File: config.mk
export PLATFORM = sky130hd
export DESIGN_NAME = fbg_top
export DESIGN_NICKNAME = d
export VERILOG_FILES = /design/src/verilog/fbg_pkg.sv /design/src/verilog/fbg_top.sv /design/src/verilog/fbg_sync3.sv /design/src/verilog/fbg_count.sv
export VERILOG_INCLUDE_DIRS = /design/src /design/src/verilog
export SDC_FILE = /design/constraint.sdc
export NUM_CORES = 1
export LEC_CHECK = 0
export BUFFER_PORTS_ARGS = -buffer_cell sky130_fd_sc_hd__buf_2
export CORE_MARGIN = 5
export CORE_UTILIZATION = 50
export DETAILED_ROUTE_END_ITERATION = 10
export PLACE_DENSITY_LB_ADDON = 0.15
export RECOVER_POWER = 50
export SLEW_MARGIN = 0
export SYNTH_ARGS = -nofsm -noshare
export SYNTH_HDL_FRONTEND = slang
export SYNTH_HIERARCHICAL = 1
export SYNTH_SLANG_ARGS = --single-unit
export TNS_END_PERCENT = 20
File: constraint.sdc
create_clock -name clk -period 5.2 [get_ports clk]
set_input_delay 0.52 -clock clk [delete_from_list [all_inputs] [get_ports clk]]
set_output_delay 0.52 -clock clk [all_outputs]
set_load 0.01 [all_outputs]
File: src/verilog/fbg_map.svh
// register offsets, field positions, reset values and timing counts
`ifndef FBG_MAP_SVH
`define FBG_MAP_SVH

`define FBG_ADDR_W          4
`define FBG_DATA_W          8

`define FBG_OFF_CTRL        4'h0
`define FBG_OFF_KEY         4'h1
`define FBG_OFF_ARRSEL      4'h2
`define FBG_OFF_ERRCODE     4'h3
`define FBG_OFF_ERRSTAT     4'h4
`define FBG_OFF_STATE       4'h5
`define FBG_OFF_IRQSTAT     4'h6
`define FBG_OFF_IRQEN       4'h7
`define FBG_OFF_IRQCLR      4'h8
`define FBG_OFF_GUARD       4'h9

`define FBG_CTRL_DLREQ      0
`define FBG_GUARD_BLOCKED   0
`define FBG_GUARD_KEYLOCK   1
`define FBG_GUARD_LOADING   2

`define FBG_IRQ_OPDONE      0
`define FBG_IRQ_ERROR       1
`define FBG_IRQ_DLDONE      2
`define FBG_IRQ_DMAREJ      3
`define FBG_IRQ_W           4

`define FBG_RST_KEY         8'h00
`define FBG_RST_ARRSEL      8'h00
`define FBG_RST_IRQEN       4'h0

`define FBG_ERR_NONE        8'h00
`define FBG_ERR_SUM         8'h11
`define FBG_ERR_DEVID       8'h21
`define FBG_ERR_CLKMODE     8'h22
`define FBG_ERR_BITRATE     8'h24
`define FBG_ERR_INFREQ      8'h25
`define FBG_ERR_MULT        8'h26
`define FBG_ERR_OPFREQ      8'h27
`define FBG_ERR_CMD         8'h80

`define FBG_KEY_LO          24'h00003c
`define FBG_KEY_HI          24'h00003f
`define FBG_BLANK           8'hff
`define FBG_LOCKED_DATA     8'h00

`define FBG_CLK_MHZ         20
`define FBG_DL_TIME_US      600
`define FBG_DL_CYCLES       (`FBG_DL_TIME_US * `FBG_CLK_MHZ)

`endif

File: src/verilog/fbg_pkg.sv
// types shared by the flash boot error and guard block
package fbg_pkg;

    typedef enum logic [1:0] {
        FBG_DL_IDLE    = 2'b01,
        FBG_DL_LOADING = 2'b10
    } fbg_dl_t;

    typedef logic [7:0] fbg_byte_t;

endpackage

File: src/verilog/fbg_top.sv
// flash boot error reporting and programming guard logic
//
// The register addresses and the plain strobed port are this design's own decisions.
`timescale 1ns/10ps
`include "fbg_map.svh"

// What this block does
// - setup faults reported as codes 21..27
// - flash blocked after operation until key cleared
// - nonblank key area reads zero in programmer
// - watchdog frozen while routine downloads
// - inquiry error byte zero normal, one error
module fbg_top #(
    parameter int DL_CYCLES = `FBG_DL_CYCLES
) (
    input  wire logic                       clk,
    input  wire logic                       nrst,
    input  wire logic [`FBG_ADDR_W-1:0]     reg_addr,
    input  wire logic [`FBG_DATA_W-1:0]     reg_wdata,
    input  wire logic                       reg_wr,
    input  wire logic                       reg_rd,
    input  wire logic                       reg_from_dma,
    output fbg_pkg::fbg_byte_t              reg_rdata,
    input  wire logic                       err_devid,
    input  wire logic                       err_clkmode,
    input  wire logic                       err_bitrate,
    input  wire logic                       err_infreq,
    input  wire logic                       err_mult,
    input  wire logic                       err_opfreq,
    input  wire logic                       err_sum,
    input  wire logic                       err_cmd,
    input  wire logic                       err_clear,
    input  wire logic [7:0]                 boot_state,
    output fbg_pkg::fbg_byte_t              err_code,
    output logic                            err_status,
    output fbg_pkg::fbg_byte_t              inquiry_state,
    input  wire logic                       op_done,
    output logic                            flash_access_en,
    input  wire logic                       arr_wr,
    input  wire logic [23:0]                arr_wr_addr,
    input  wire logic [7:0]                 arr_wr_data,
    input  wire logic                       arr_erase_key_blk,
    input  wire logic                       prog_mode_pin,
    input  wire logic                       arr_rd_valid,
    input  wire logic [7:0]                 arr_rd_data,
    output fbg_pkg::fbg_byte_t              prog_rd_data,
    output logic                            prog_rd_valid,
    output logic                            download_busy,
    output logic                            array_sel,
    input  wire logic                       wdt_tick_in,
    output logic                            wdt_tick,
    output logic                            irq
);
    import fbg_pkg::*;

    typedef struct packed {
        logic                   dlreq;
        fbg_dl_t                dl;
        fbg_byte_t              key;
        fbg_byte_t              arrsel;
        fbg_byte_t              errcode;
        logic                   errflag;
        fbg_byte_t              state;
        logic                   acc_open;
        logic [3:0]             keynff;
        logic [`FBG_IRQ_W-1:0]  irqstat;
        logic [`FBG_IRQ_W-1:0]  irqen;
        fbg_byte_t              rdata;
        fbg_byte_t              prdata;
        logic                   prvalid;
        logic                   wdt;
        logic                   irq;
    } fbg_state_t;

    localparam int CW = $clog2(DL_CYCLES + 1);

    fbg_state_t r;
    fbg_state_t next_r;
    logic       prog_mode;
    logic       dl_load;
    logic       dl_busy;
    logic       dl_done;
    logic       wr_ok;
    logic       dma_rej;
    logic       any_err;
    fbg_byte_t  new_code;
    logic [`FBG_IRQ_W-1:0] ev;

    fbg_sync3 u_sync (
        .clk   (clk),
        .nrst  (nrst),
        .pin   (prog_mode_pin),
        .level (prog_mode)
    );

    fbg_count #(
        .W (CW)
    ) u_dl (
        .clk      (clk),
        .nrst     (nrst),
        .load     (dl_load),
        .load_val (CW'(DL_CYCLES)),
        .busy     (dl_busy),
        .done     (dl_done)
    );

    // control writes from the dma controller are dropped and flagged
    // dma reads stay allowed; only its writes could do harm
    assign wr_ok   = reg_wr & ~reg_from_dma;
    assign dma_rej = reg_wr & reg_from_dma;
    // a new request while idle starts the routine download
    assign dl_load = wr_ok && reg_addr == `FBG_OFF_CTRL
                     && reg_wdata[`FBG_CTRL_DLREQ]
                     && r.dl == FBG_DL_IDLE;

    // highest priority goes to the earliest setup stage
    always_comb begin
        any_err  = 1'b1;
        new_code = `FBG_ERR_NONE;
        if (err_devid) begin
            new_code = `FBG_ERR_DEVID;
        end else if (err_clkmode) begin
            new_code = `FBG_ERR_CLKMODE;
        end else if (err_bitrate) begin
            new_code = `FBG_ERR_BITRATE;
        end else if (err_infreq) begin
            new_code = `FBG_ERR_INFREQ;
        end else if (err_mult) begin
            new_code = `FBG_ERR_MULT;
        end else if (err_opfreq) begin
            new_code = `FBG_ERR_OPFREQ;
        end else if (err_sum) begin
            new_code = `FBG_ERR_SUM;
        end else if (err_cmd) begin
            new_code = `FBG_ERR_CMD;
        end else begin
            any_err = 1'b0;
        end
    end

    always_comb begin
        ev = '0;
        ev[`FBG_IRQ_OPDONE] = op_done;
        ev[`FBG_IRQ_ERROR]  = any_err;
        ev[`FBG_IRQ_DLDONE] = dl_done;
        ev[`FBG_IRQ_DMAREJ] = dma_rej;
    end

    always_comb begin
        next_r         = r;
        next_r.rdata   = 8'h00;
        next_r.prvalid = 1'b0;
        next_r.state   = boot_state;

        // register writes
        if (wr_ok) begin
            case (reg_addr)
                `FBG_OFF_CTRL: begin
                    if (!reg_wdata[`FBG_CTRL_DLREQ] && !dl_busy) begin
                        next_r.dlreq = 1'b0;
                    end
                end
                `FBG_OFF_KEY: begin
                    next_r.key = reg_wdata;
                    // clearing the key reopens the arrays
                    if (reg_wdata == 8'h00) begin
                        next_r.acc_open = 1'b1;
                    end
                end
                `FBG_OFF_ARRSEL: next_r.arrsel = reg_wdata;
                `FBG_OFF_ERRSTAT: begin
                    next_r.errflag = 1'b0;
                    next_r.errcode = `FBG_ERR_NONE;
                end
                `FBG_OFF_IRQEN: next_r.irqen = reg_wdata[`FBG_IRQ_W-1:0];
                `FBG_OFF_IRQCLR: begin
                    next_r.irqstat = r.irqstat
                                     & ~reg_wdata[`FBG_IRQ_W-1:0];
                end
                default: begin
                end
            endcase
        end
        if (err_clear) begin
            next_r.errflag = 1'b0;
            next_r.errcode = `FBG_ERR_NONE;
        end

        // download sequencer
        case (r.dl)
            FBG_DL_IDLE: begin
                if (dl_load) begin
                    next_r.dlreq = 1'b1;
                    next_r.dl    = FBG_DL_LOADING;
                end
            end
            FBG_DL_LOADING: begin
                if (dl_done) begin
                    next_r.dlreq = 1'b0;
                    next_r.dl    = FBG_DL_IDLE;
                end
            end
            default: begin
                next_r.dl    = FBG_DL_IDLE;
                next_r.dlreq = 1'b0;
            end
        endcase

        // set wins over any clear in the same cycle
        if (op_done) begin
            next_r.acc_open = 1'b0;
        end
        if (any_err) begin
            next_r.errcode = new_code;
            next_r.errflag = 1'b1;
        end

        // key code area shadow: any non-blank byte locks reads
        if (arr_wr && arr_wr_addr >= `FBG_KEY_LO
            && arr_wr_addr <= `FBG_KEY_HI) begin
            if (arr_wr_data != `FBG_BLANK) begin
                next_r.keynff[arr_wr_addr[1:0]] = 1'b1;
            end
        end
        if (arr_erase_key_blk) begin
            next_r.keynff = 4'h0;
        end

        // programmer-mode read path, one cycle latency
        // the pin is sync-late: a read just after entry is not yet locked
        if (arr_rd_valid) begin
            next_r.prvalid = 1'b1;
            if (prog_mode && r.keynff != 4'h0) begin
                next_r.prdata = `FBG_LOCKED_DATA;
            end else begin
                next_r.prdata = arr_rd_data;
            end
        end

        // watchdog count enable is cut while the routine loads
        // the tick lags a cycle, so the cut shows one cycle after the request
        next_r.wdt = wdt_tick_in
                     & ~(r.dlreq & (r.dl == FBG_DL_LOADING));

        // events: hardware set beats software clear
        next_r.irqstat = next_r.irqstat | ev;
        next_r.irq     = |(next_r.irqstat & next_r.irqen);

        // read data appears in the cycle after the strobe only
        if (reg_rd) begin
            case (reg_addr)
                `FBG_OFF_CTRL: next_r.rdata = {7'h00, r.dlreq};
                `FBG_OFF_KEY: next_r.rdata = r.key;
                `FBG_OFF_ARRSEL: next_r.rdata = r.arrsel;
                `FBG_OFF_ERRCODE: next_r.rdata = r.errcode;
                `FBG_OFF_ERRSTAT: next_r.rdata = {7'h00, r.errflag};
                `FBG_OFF_STATE: next_r.rdata = r.state;
                `FBG_OFF_IRQSTAT: begin
                    next_r.rdata = {{(8-`FBG_IRQ_W){1'b0}}, r.irqstat};
                end
                `FBG_OFF_IRQEN: begin
                    next_r.rdata = {{(8-`FBG_IRQ_W){1'b0}}, r.irqen};
                end
                `FBG_OFF_GUARD: begin
                    next_r.rdata = {5'h00,
                                    r.dl == FBG_DL_LOADING,
                                    r.keynff != 4'h0,
                                    !r.acc_open};
                end
                default: next_r.rdata = 8'h00;
            endcase
        end
    end

    always_ff @(posedge clk or negedge nrst) begin
        if (!nrst) begin
            r         <= '0;
            r.dl      <= FBG_DL_IDLE;
            r.key     <= `FBG_RST_KEY;
            r.arrsel  <= `FBG_RST_ARRSEL;
            r.irqen   <= `FBG_RST_IRQEN;
            r.errcode <= `FBG_ERR_NONE;
            // arrays start open; a finished operation closes them
            r.acc_open <= 1'b1;
        end else begin
            r <= next_r;
        end
    end

    assign reg_rdata       = r.rdata;
    assign err_code        = r.errcode;
    assign err_status      = r.errflag;
    assign inquiry_state   = r.state;
    assign flash_access_en = r.acc_open;
    assign prog_rd_data    = r.prdata;
    assign prog_rd_valid   = r.prvalid;
    assign download_busy   = r.dlreq;
    assign array_sel       = r.arrsel[0];
    assign wdt_tick        = r.wdt;
    assign irq             = r.irq;
endmodule

File: src/verilog/fbg_sync3.sv
// three-stage pin synchroniser with agreement filter
`timescale 1ns/10ps
module fbg_sync3 (
    input  wire logic clk,
    input  wire logic nrst,
    input  wire logic pin,
    output logic      level
);
    typedef struct packed {
        logic s1;
        logic s2;
        logic s3;
        logic lvl;
    } fbg_sync_t;

    fbg_sync_t r;
    fbg_sync_t next_r;

    always_comb begin
        next_r    = r;
        next_r.s1 = pin;
        next_r.s2 = r.s1;
        next_r.s3 = r.s2;
        // only stages two and three vote; stage one stays private
        if (r.s2 == r.s3) begin
            next_r.lvl = r.s3;
        end
    end

    always_ff @(posedge clk or negedge nrst) begin
        if (!nrst) begin
            r <= '0;
        end else begin
            r <= next_r;
        end
    end

    assign level = r.lvl;
endmodule

File: src/verilog/fbg_count.sv
// loadable down counter with a one-cycle done pulse
`timescale 1ns/10ps
module fbg_count #(
    parameter int W = 16
) (
    input  wire logic         clk,
    input  wire logic         nrst,
    input  wire logic         load,
    input  wire logic [W-1:0] load_val,
    output logic              busy,
    output logic              done
);
    typedef struct packed {
        logic [W-1:0] cnt;
        logic         busy;
        logic         done;
    } fbg_cnt_t;

    fbg_cnt_t r;
    fbg_cnt_t next_r;

    always_comb begin
        next_r      = r;
        next_r.done = 1'b0;
        if (load) begin
            next_r.cnt  = load_val;
            next_r.busy = 1'b1;
        end else if (r.busy) begin
            if (r.cnt <= W'(1)) begin
                next_r.busy = 1'b0;
                next_r.done = 1'b1;
                next_r.cnt  = '0;
            end else begin
                next_r.cnt = r.cnt - W'(1);
            end
        end
    end

    always_ff @(posedge clk or negedge nrst) begin
        if (!nrst) begin
            r <= '0;
        end else begin
            r <= next_r;
        end
    end

    assign busy = r.busy;
    assign done = r.done;
endmodule

Word-level counts from Yosys, hierarchy flattened --
Cells that the tools add are included.
Word-level totals: register bits 88, input port bits 80, output and inout port bits 39, word-level logic and storage cells 131
Operators by class: $add $sub $neg 1, $lt $le $gt $ge 5, equality and inequality tests 15, mux-type cells 47, bitwise gates (word level) 11, reductions and logical operators 29
Operator list (number):
- 2-to-1 mux 8 bit | 11
- one-hot mux 8 bit (9 select lines) | 1
- 2-to-1 mux 9 bit | 4
- greater-or-equal comparator 24 x 6 -> 1 bit, second input constant | 1
- less-or-equal comparator 24 x 6 -> 1 bit, second input constant | 1
- 2-to-1 mux 4 bit | 5
- 2-to-1 mux 1 bit | 18
- == test 4 x 3 -> 1 bit, second input constant | 4
- 2-to-1 mux 16 bit | 1
- 2-to-1 mux 15 bit | 1
- less-or-equal comparator 14 x 1 -> 1 bit, second input constant | 1
- 2-to-1 mux 14 bit | 1
- subtractor 14 x 1 -> 14 bit, second input constant | 1
- nonzero test 2 bit | 6
- AND reduction 2 bit | 5
- bitwise AND 4 bit | 2
- == test 4 x 2 -> 1 bit, second input constant | 2
- == test 4 bit, second input constant | 2
- logical AND 1 bit | 8
- zero test 8 bit | 1
- inequality test 8 bit, second input constant | 1
- OR 4 bit | 2
- 2-to-1 mux 3 bit | 2
- one-hot mux 3 bit (2 select lines) | 1
- 19 further kinds | 26

Longest topological paths before layout --
Gate-level depths: netlist of run 1.
depth in word-level cells 11, depth in mapped cells 10, gate-level depth less buffers 8

Modules after synthesis --
The synthesis of run 1 kept the hierarchy.
By module, submodules not included:
- fbg_top | instances 1, cells an instance 314, area each 3374.5 um^2, seq. area each 1654.1 um^2
- fbg_count | instances 1, cells an instance 120, area each 1022.2 um^2, seq. area each 400.4 um^2
- fbg_sync3 | instances 1, cells an instance 5, area each 111.4 um^2, seq. area each 100.1 um^2

Worst setup path after synthesis of run 1 --
OpenSTA, ideal clock, no wires.
kind input to register, start point input port reg_addr[2], end point register u_dl/r[6] (netlist name), setup time 0.136 ns, data arrival time 2.132 ns, required time 5.064 ns, setup slack 2.932 ns, stages 8, buffers on the path 4, path through buf_4 nor4b_4 nand3_1 nor2_1 clkbuf_1 buf_2 clkbuf_1 o21ai_0
On the way: word-level cells in the longest chain between the ends 5, elaborated cells between the ends (all ways) 6, those cells by class mux (1); reduce/logical (5)
Ends and longest elaborated chain:
- from (decl) | line fbg_top.sv:18 | input wire logic [`FBG_ADDR_W-1:0] reg_addr,
- zero test 4 bit *
- logical AND 1 bit (no line) *
- logical AND 1 bit * (2 in series) | line fbg_top.sv:112 | assign dl_load = wr_ok && reg_addr == `FBG_OFF_CTRL
- named net dl_load | line fbg_top.sv:80 | logic dl_load;
- 2-to-1 mux 15 bit / nonzero test 2 bit (equally long branches)
- to (signal assigned) | line fbg_count.sv:43 | r <= next_r;
- to (decl) | line fbg_count.sv:19 | fbg_cnt_t r;
Mark *: on every way through the listed nets, which the timed path passes. The rest lies on a longest branch. A chain may end at the register's enable or synchronous reset.

Worst setup path after layout of run 1 --
start point input port reg_addr[2], end point register u_dl/r[11] (netlist name)
Same word-level chain as after synthesis.

==> results by group, run 1 <==
Setup path
  – Reg-to-Reg Start: r[65]
  – CP Class: in -> reg
  – Worst Setup End Kind: register
  – CP endpoint: u_dl/r[11]
  – CP required: between 5000 and 6000 ps
  – Worst R2R Path Depth: 7
  – Startpoint types: input port
  – Worst Path Arrival: roughly 3000 ps
  – Worst r2r dst: u_dl/r[11]
  – Worst setup path startpoint: reg_addr[2]
  – Reg2Reg Setup Slack: about 2800 ps
  – CP Max Fanout: 27

Detailed routing
  – Via count: around 3500
  – Via-per-instance ratio: around 5.4
  – DRT Pass-1 Iters: 4
  – # DRC: 0
  – Routed Antenna Nets: 0
  – Post-detailed-route wirelength per cell: 16.1 µm
  – Post-Route WL: about 10000 µm
  – DRT iter0 DRCs: between 150 and 200

STA
  – Final setup fails: 0
  – Setup TNS: 0 ps
  – Slew @ Worst Pin: around 2200 ps
  – Fin worst setup slack: around 2400 ps
  – Clk_skew: between 10 and 15 ps
  – Hold Vio Cnt, Final: 0
  – Slew Limit Headroom: -46.8%
  – Period Utilization, post-route: ~53%
  – Fmax: ~360 MHz
  – Unrepaired setup endpoints after global routing: no
  – Final Max Tran Viols: 41
  – Tmin final: 2770 ps

Cells and area
  – Fill cells: approximately 770
  – Final core utilization: just under 60%
  – Diodes inserted: 0
  – Syn-to-layout area delta: 15.1%
  – Final Net Count: 620
  – Finished Layout Cells: approximately 650
  – Layout cell share with drive strength beyond 1: between 30% and 40%

Floorplanning
  – Die height: 105 µm
  – Die ar.: roughly 11000 µm²
  – Core area: 8760 µm²
  – IO Pins: about 120
  – Die X: roughly 100 µm
  – Starting density of the core: 51.4%
  – FP Rows: 34

CTS
  – Post-CTS Setup Bufs: 0
  – Clk buf depth: 2
  – CTS Buf Count: 9
  – Clk root buf: clkbuf_8
  – Cts repair resizes: 0
  – Post-CTS Hold Buffers: 0
  – Clock-pin slew on the worst setup and hold paths: 90 ps
  – Clock Sinks: 86
  – Worst-Skew Late Latency: 350 ps
  – CTS tree: built
  – CTS H-tree depth: 3

Yosys
  – Yosys cell types: 68
  – Largest family of logic cells by synthesized area: simple AND/OR/NAND/NOR gates
  – Synth Area in XOR/XNOR: 0%
  – Syn Area/Cell: 10.3 µm²
  – Seq cells post-synth: 86
  – Cell count after synthesis: about 440
  – Post-Synth Simple-Gate Area: approximately 20%
  – Post-synthesis adder-cell area fraction: roughly 1.4%
  – Synth Warn #: 6
  – Complex-gate fraction of the synthesized area: a little over an eighth
  – Sequential area share after synthesis: about 48%
  – Top_reg_cell synth: dfrtp_1
  – Synth Cell Area: approximately 4500 µm²
  – Mux share of post-synthesis cell area: 7.99%
  – Synth async-reset ratio: 100%
  – Number of flops mapped to enable cells by yosys: 0

Min path
  – HP Class: in -> reg

Pwr
  – Power Density: roughly 330 nW/µm²
  – Worst vdd ir: roughly 0.23 mV
  – Pleak: 2.44 nW

GRT
  – Initial antenna violation count: 0
  – Vias in the first global route: 3519
  – Gr usage total: roughly a fifth
  – Largest net degree at the start of global routing: 48
  – Total global routing overflow: 0
  – First-pass GRT wire length: 17200 µm

Place
  – Place WS: between 2000 and 2500 ps
  – HPWL after DPL: between 7000 and 8000 µm
  – Placed Instances: around 630
  – Buffers added on ports: 116
  – GP Congestion: a little under 0.9

Run
  – Max-cap viol count: 1

Status
  – Outcome: finished, violations left
  – Violated checks: capacitance limit, slew limit
## worst min-delay path by stage
stage / from / endpoint / slack [ps] / cells after the start
final: boot_state[7] / inquiry_state[7] / 270 / 1
after global routing: boot_state[7] / inquiry_state[7] / 250 / 1
after CTS: nrst / u_dl/r[6] / 140 / 1
after detailed placement: u_sync/next_r[2] / u_sync/next_r[1] / 350 / 0
after global placement: u_sync/next_r[2] / u_sync/next_r[1] / 350 / 0
after floorplan: nrst / array_sel / 220 / 0
## flip-flops by register name, indices dropped and copies added, names as in the netlist, 2 cells and up
register and cells:
u_sync/next_r 2, reg_rdata 8, r 29, err_code 6, u_dl/r 14, inquiry_state 8
prog_rd_data 8
## critical path: stages
cell	delay, ps
buf_2	300
nor4b_4	480
nand3_1	240
nor2_1	780
buf_4	360
nor2b_1	60
a22oi_1	140
o21ai_0	100
## power breakdown
part           switching (mW)  total (mW)  internal (mW)  leakage (nW)
clock                   0.237       0.522          0.285         0.110
sequential             0.0922       0.856          0.764          1.05
combinational           0.187       0.359          0.172          1.29
total                   0.516        1.74           1.22          2.44
## through the flow
step           area [µm²]  total power [mW]  hold slack, ps
2_1_floorplan        4560              1.11             224
4_1_cts              5200              1.76             143
6_report             5190              1.74             267
5_1_grt              5190              1.85             253
3_5_place_dp         4980              1.23             350
3_3_place_gp         4980              1.21             350
## cells in the mapped netlist (11+ instances only)
cell     instances  share of area [%]
mux2i_1         12                2.7
nor2_1          28                2.3
buf_4           33                5.5
o21ai_0         21                2.3
inv_1           28                2.3
mux2_2          19                4.7
nand3_1         11                1.2
dfrtp_1         84                 47
a21oi_1         24                2.7
nand2_1         27                2.2
## area by class of cell
cell class | count | area (µm²) | area share [%]
Sequential cell | 86 | 2150 | 41.5
Multi-Input combinational cell | 293 | 1980 | 38.2
Timing Repair Buffer | 118 | 588 | 11.3
Clock buffer | 11 | 141 | 2.72
Tap cell | 108 | 135 | 2.60
Inverter | 28 | 105 | 2.03
Clock inverter | 5 | 81.3 | 1.57
## cell usage in the layout, fill, tap and decap left out, types with 5 or more instances in the layout
master and n:
a31oi_1 5, o21ai_0 21, a21oi_1 24, nand3_1 11, mux2_2 19, nor2b_1 9
nand3b_1 8, nor2_1 28, nand2_1 27, clkbuf_8 10, nor4_1 8, clkbuf_1 7
a22oi_1 5, o2bb2ai_1 5, inv_1 28, dfrtp_1 84, nor3_1 5, nand4_1 9
conb_1 16, mux2i_1 12, buf_2 110
## per-layer routing
metal / part of all wire [%] / GRT usage, % / up-vias
met3: 5.9 / 3.51 / 6
met5: 0 / 0 / -
met2: 47 / 28.9 / 88
met4: 0.84 / 5.39 / 0
li1: - / - / 1724
met1: 46 / 27.2 / 1668
## cell families after synthesis
family                   count (synthesis)
AO/OA/AOI/OAI                           93
flip-flops                              86
other                                    2
multiplexers                            32
buffers and inverters                   74
AND/OR/NAND/NOR                        147
adder cells (fa/ha/maj)                  5
(Power assumes the default switching activity.)
==> run 2, diff against run 1 <==
clock period = 2.8 ns   (was 5.2 ns; I/O delays follow)
==> run 2 against run 1 <==
Against the previous run: the flow now finishes without violations; highest routed layer unchanged; power rose by 86%; combinational power rose by 85%; via count rose by 0.95%; worst hold slack got worse by 240 ps; largest power group unchanged; global-route usage fell by 0.12 points; wire length rose by 0.55%; worst setup slack got worse by 1900 ps.
==> results by group, run 2 (synthesized netlist as in run 1, its figures left out) <==
GRT
  – M1 GR Usage: 27.1% (-0.036 points)
  – M2 GR Usage: 28.3% (-0.63 points)
  – Largest net degree at the start of global routing: 49 (+2.1%)
  – First-pass GRT wire length: 16900 µm (-1.9%)
  – Gr usage total: 18.7% (-0.12 points)
  – Initial antenna violation count: 0 (unchanged)
  – Met3 track demand over resource: 3.45% (-0.062 points)
  – Total global routing overflow: 0 (unchanged)
  – Top Usage Layer GRT: met2
  – Vias in the first global route: 3374 (-4.1%)

Cells and area
  – Most frequent cells in the layout: buf_2, dfrtp_1, clkbuf_1, inv_1, nor2_1
  – Syn-to-layout area delta: 15.4%
  – Final Net Count: 624 (+0.65%)
  – Area of the multi-input gates: 1980 µm² (unchanged)
  – Fill cells: 775 (+0.26%)
  – Final core utilization: 59.4% (+0.16 points)
  – Largest registers: r (29), u_dl/r (14)
  – Final Cell Area: 5200 µm² (+0.27%)
  – Max reg flops: 29 (unchanged)
  – Finished Layout Cells: 653 (+0.62%)
  – Layout cell share with drive strength beyond 1: 26.1% (-4.1 points)
  – Largest Register: r
  – Diodes inserted: 0 (unchanged)
  – Most common cell after layout, fill and taps aside: buf_2
  – Sequential cell area: 2150 µm² (unchanged)

Status
  – Outcome: complete, no violations

STA
  – Slew Limit Headroom: 10.3% (+57 points)
  – Hold Vio Cnt, Final: 0 (unchanged)
  – Period Utilization, post-route: between 70% and 80%
  – Slew @ Worst Pin: 1350 ps (-856 ps)
  – Fin worst setup slack: 569 ps (-1860 ps)
  – Unrepaired setup endpoints after global routing: no
  – Setup TNS: 0 ps (unchanged)
  – Clk_skew: 12.1 ps (+0.171 ps)
  – Tmin final: roughly 2200 ps
  – Hold_ws: 30.0 ps (-237 ps)
  – Final Max Tran Viols: 0 (-100%)
  – Final setup fails: 0 (unchanged)
  – Fmax: ~450 MHz

Place
  – Buffers added on ports: 116 (unchanged)
  – HPWL after DPL: 8000 µm (+2.6%)
  – GP Congestion: 0.873 (+0.48%)
  – Post-place instance area: 5010 µm² (+0.70%)
  – Place WS: 652 ps (-1430 ps)
  – Placed Instances: 636 (+0.47%)

CTS
  – Clock-pin slew on the worst setup and hold paths: 90 ps (about the same)
  – Cts repair resizes: 0 (unchanged)
  – CTS Buf Count: 9 (unchanged)
  – Clk buf depth: 2 (unchanged)
  – Clock Sinks: 86 (unchanged)
  – CTS H-tree depth: 3 (unchanged)
  – Clk root buf: clkbuf_8
  – Post-CTS Hold Buffers: 1 (+1)
  – Worst-Skew Late Latency: 350 ps (about the same)
  – CTS tree: built
  – Post-CTS Setup Bufs: 0 (unchanged)

Pwr
  – Worst vdd ir: 0.465 mV (+100%)
  – Power Density: 620 nW/µm² (+85%)
  – Overall power: 3.22 mW (+86%)
  – Pleak: 2.39 nW (-2.0%)

Detailed routing
  – Routed Antenna Nets: 0 (unchanged)
  – # DRC: 0 (unchanged)
  – Post-Route WL: 10500 µm (+0.55%)
  – DRT iter0 DRCs: 149 (-19%)
  – Via count: 3519 (+0.95%)
  – DRT Pass-1 Iters: 4 (unchanged)
  – Post-detailed-route wirelength per cell: 16.0 µm (about the same)
  – Via-per-instance ratio: 5.39 (+0.33%)

Floorplanning
  – Die ar.: 11000 µm² (unchanged)
  – IO Pins: 119 (unchanged)
  – Starting density of the core: 51.4% (unchanged)
  – Die X: 105 µm (unchanged)
  – Die height: 105 µm (unchanged)
  – Core area: 8760 µm² (unchanged)
  – FP Rows: 34 (unchanged)

Setup path
  – Startpoint types: input port
  – Worst Path Arrival: 2490 ps (-500 ps)
  – CP required: 3060 ps (-2360 ps)
  – CP Max Fanout: 26 (-3.7%)
  – CP Class: in -> reg
  – Worst Setup End Kind: register

Run
  – Max-cap viol count: 0 (-1)

Min path
  – HP Class: in -> reg
==> run 2: report_power, final <==
| group | internal, mW | total, mW | switching (mW) |
|---|---|---|---|
| clock network | 0.529 | 0.974 | 0.444 |
| registers | 1.42 | 1.59 | 0.167 |
| logic | 0.316 | 0.665 | 0.349 |
==> run 2: critical path: stages <==
cell and delay (ps):
buf_2 130, clkbuf_1 1000, nor2b_1 330, a31oi_1 290
a2bb2o_1 320, o2111ai_1 120
==> run 2: path summary, 6_finish.rpt <==
kind / slack [ps] / endpoint / depth (start not counted) / start
max: 570 / irq / 6 / reg_addr[2]
min: 30 / inquiry_state[2] / 1 / boot_state[2]
max reg2reg: 830 / u_dl/r[10] / 6 / u_dl/r[2]
min reg2reg: 360 / u_sync/next_r[1] / 0 / u_sync/next_r[2]
max in group asynchronous: 1350 / flash_access_en / 3 / nrst
min in group asynchronous: 630 / u_dl/r[7] / 2 / nrst
==> run 2: area by class of cell <==
type,count,share of cell area (%)
Clock buffer,11,2.72
Clock inverter,5,1.59
Inverter,28,2.02
Multi-Input combinational cell,293,38.1
Sequential cell,86,41.4
Tap cell,108,2.60
Timing Repair Buffer,122,11.5
==> run 2: metal layers <==
layer  vias up  wire length, µm
met5         -                0
li1       1724                -
met1      1699             4980
met4         0              120
met2        85             4910
met3        11              469
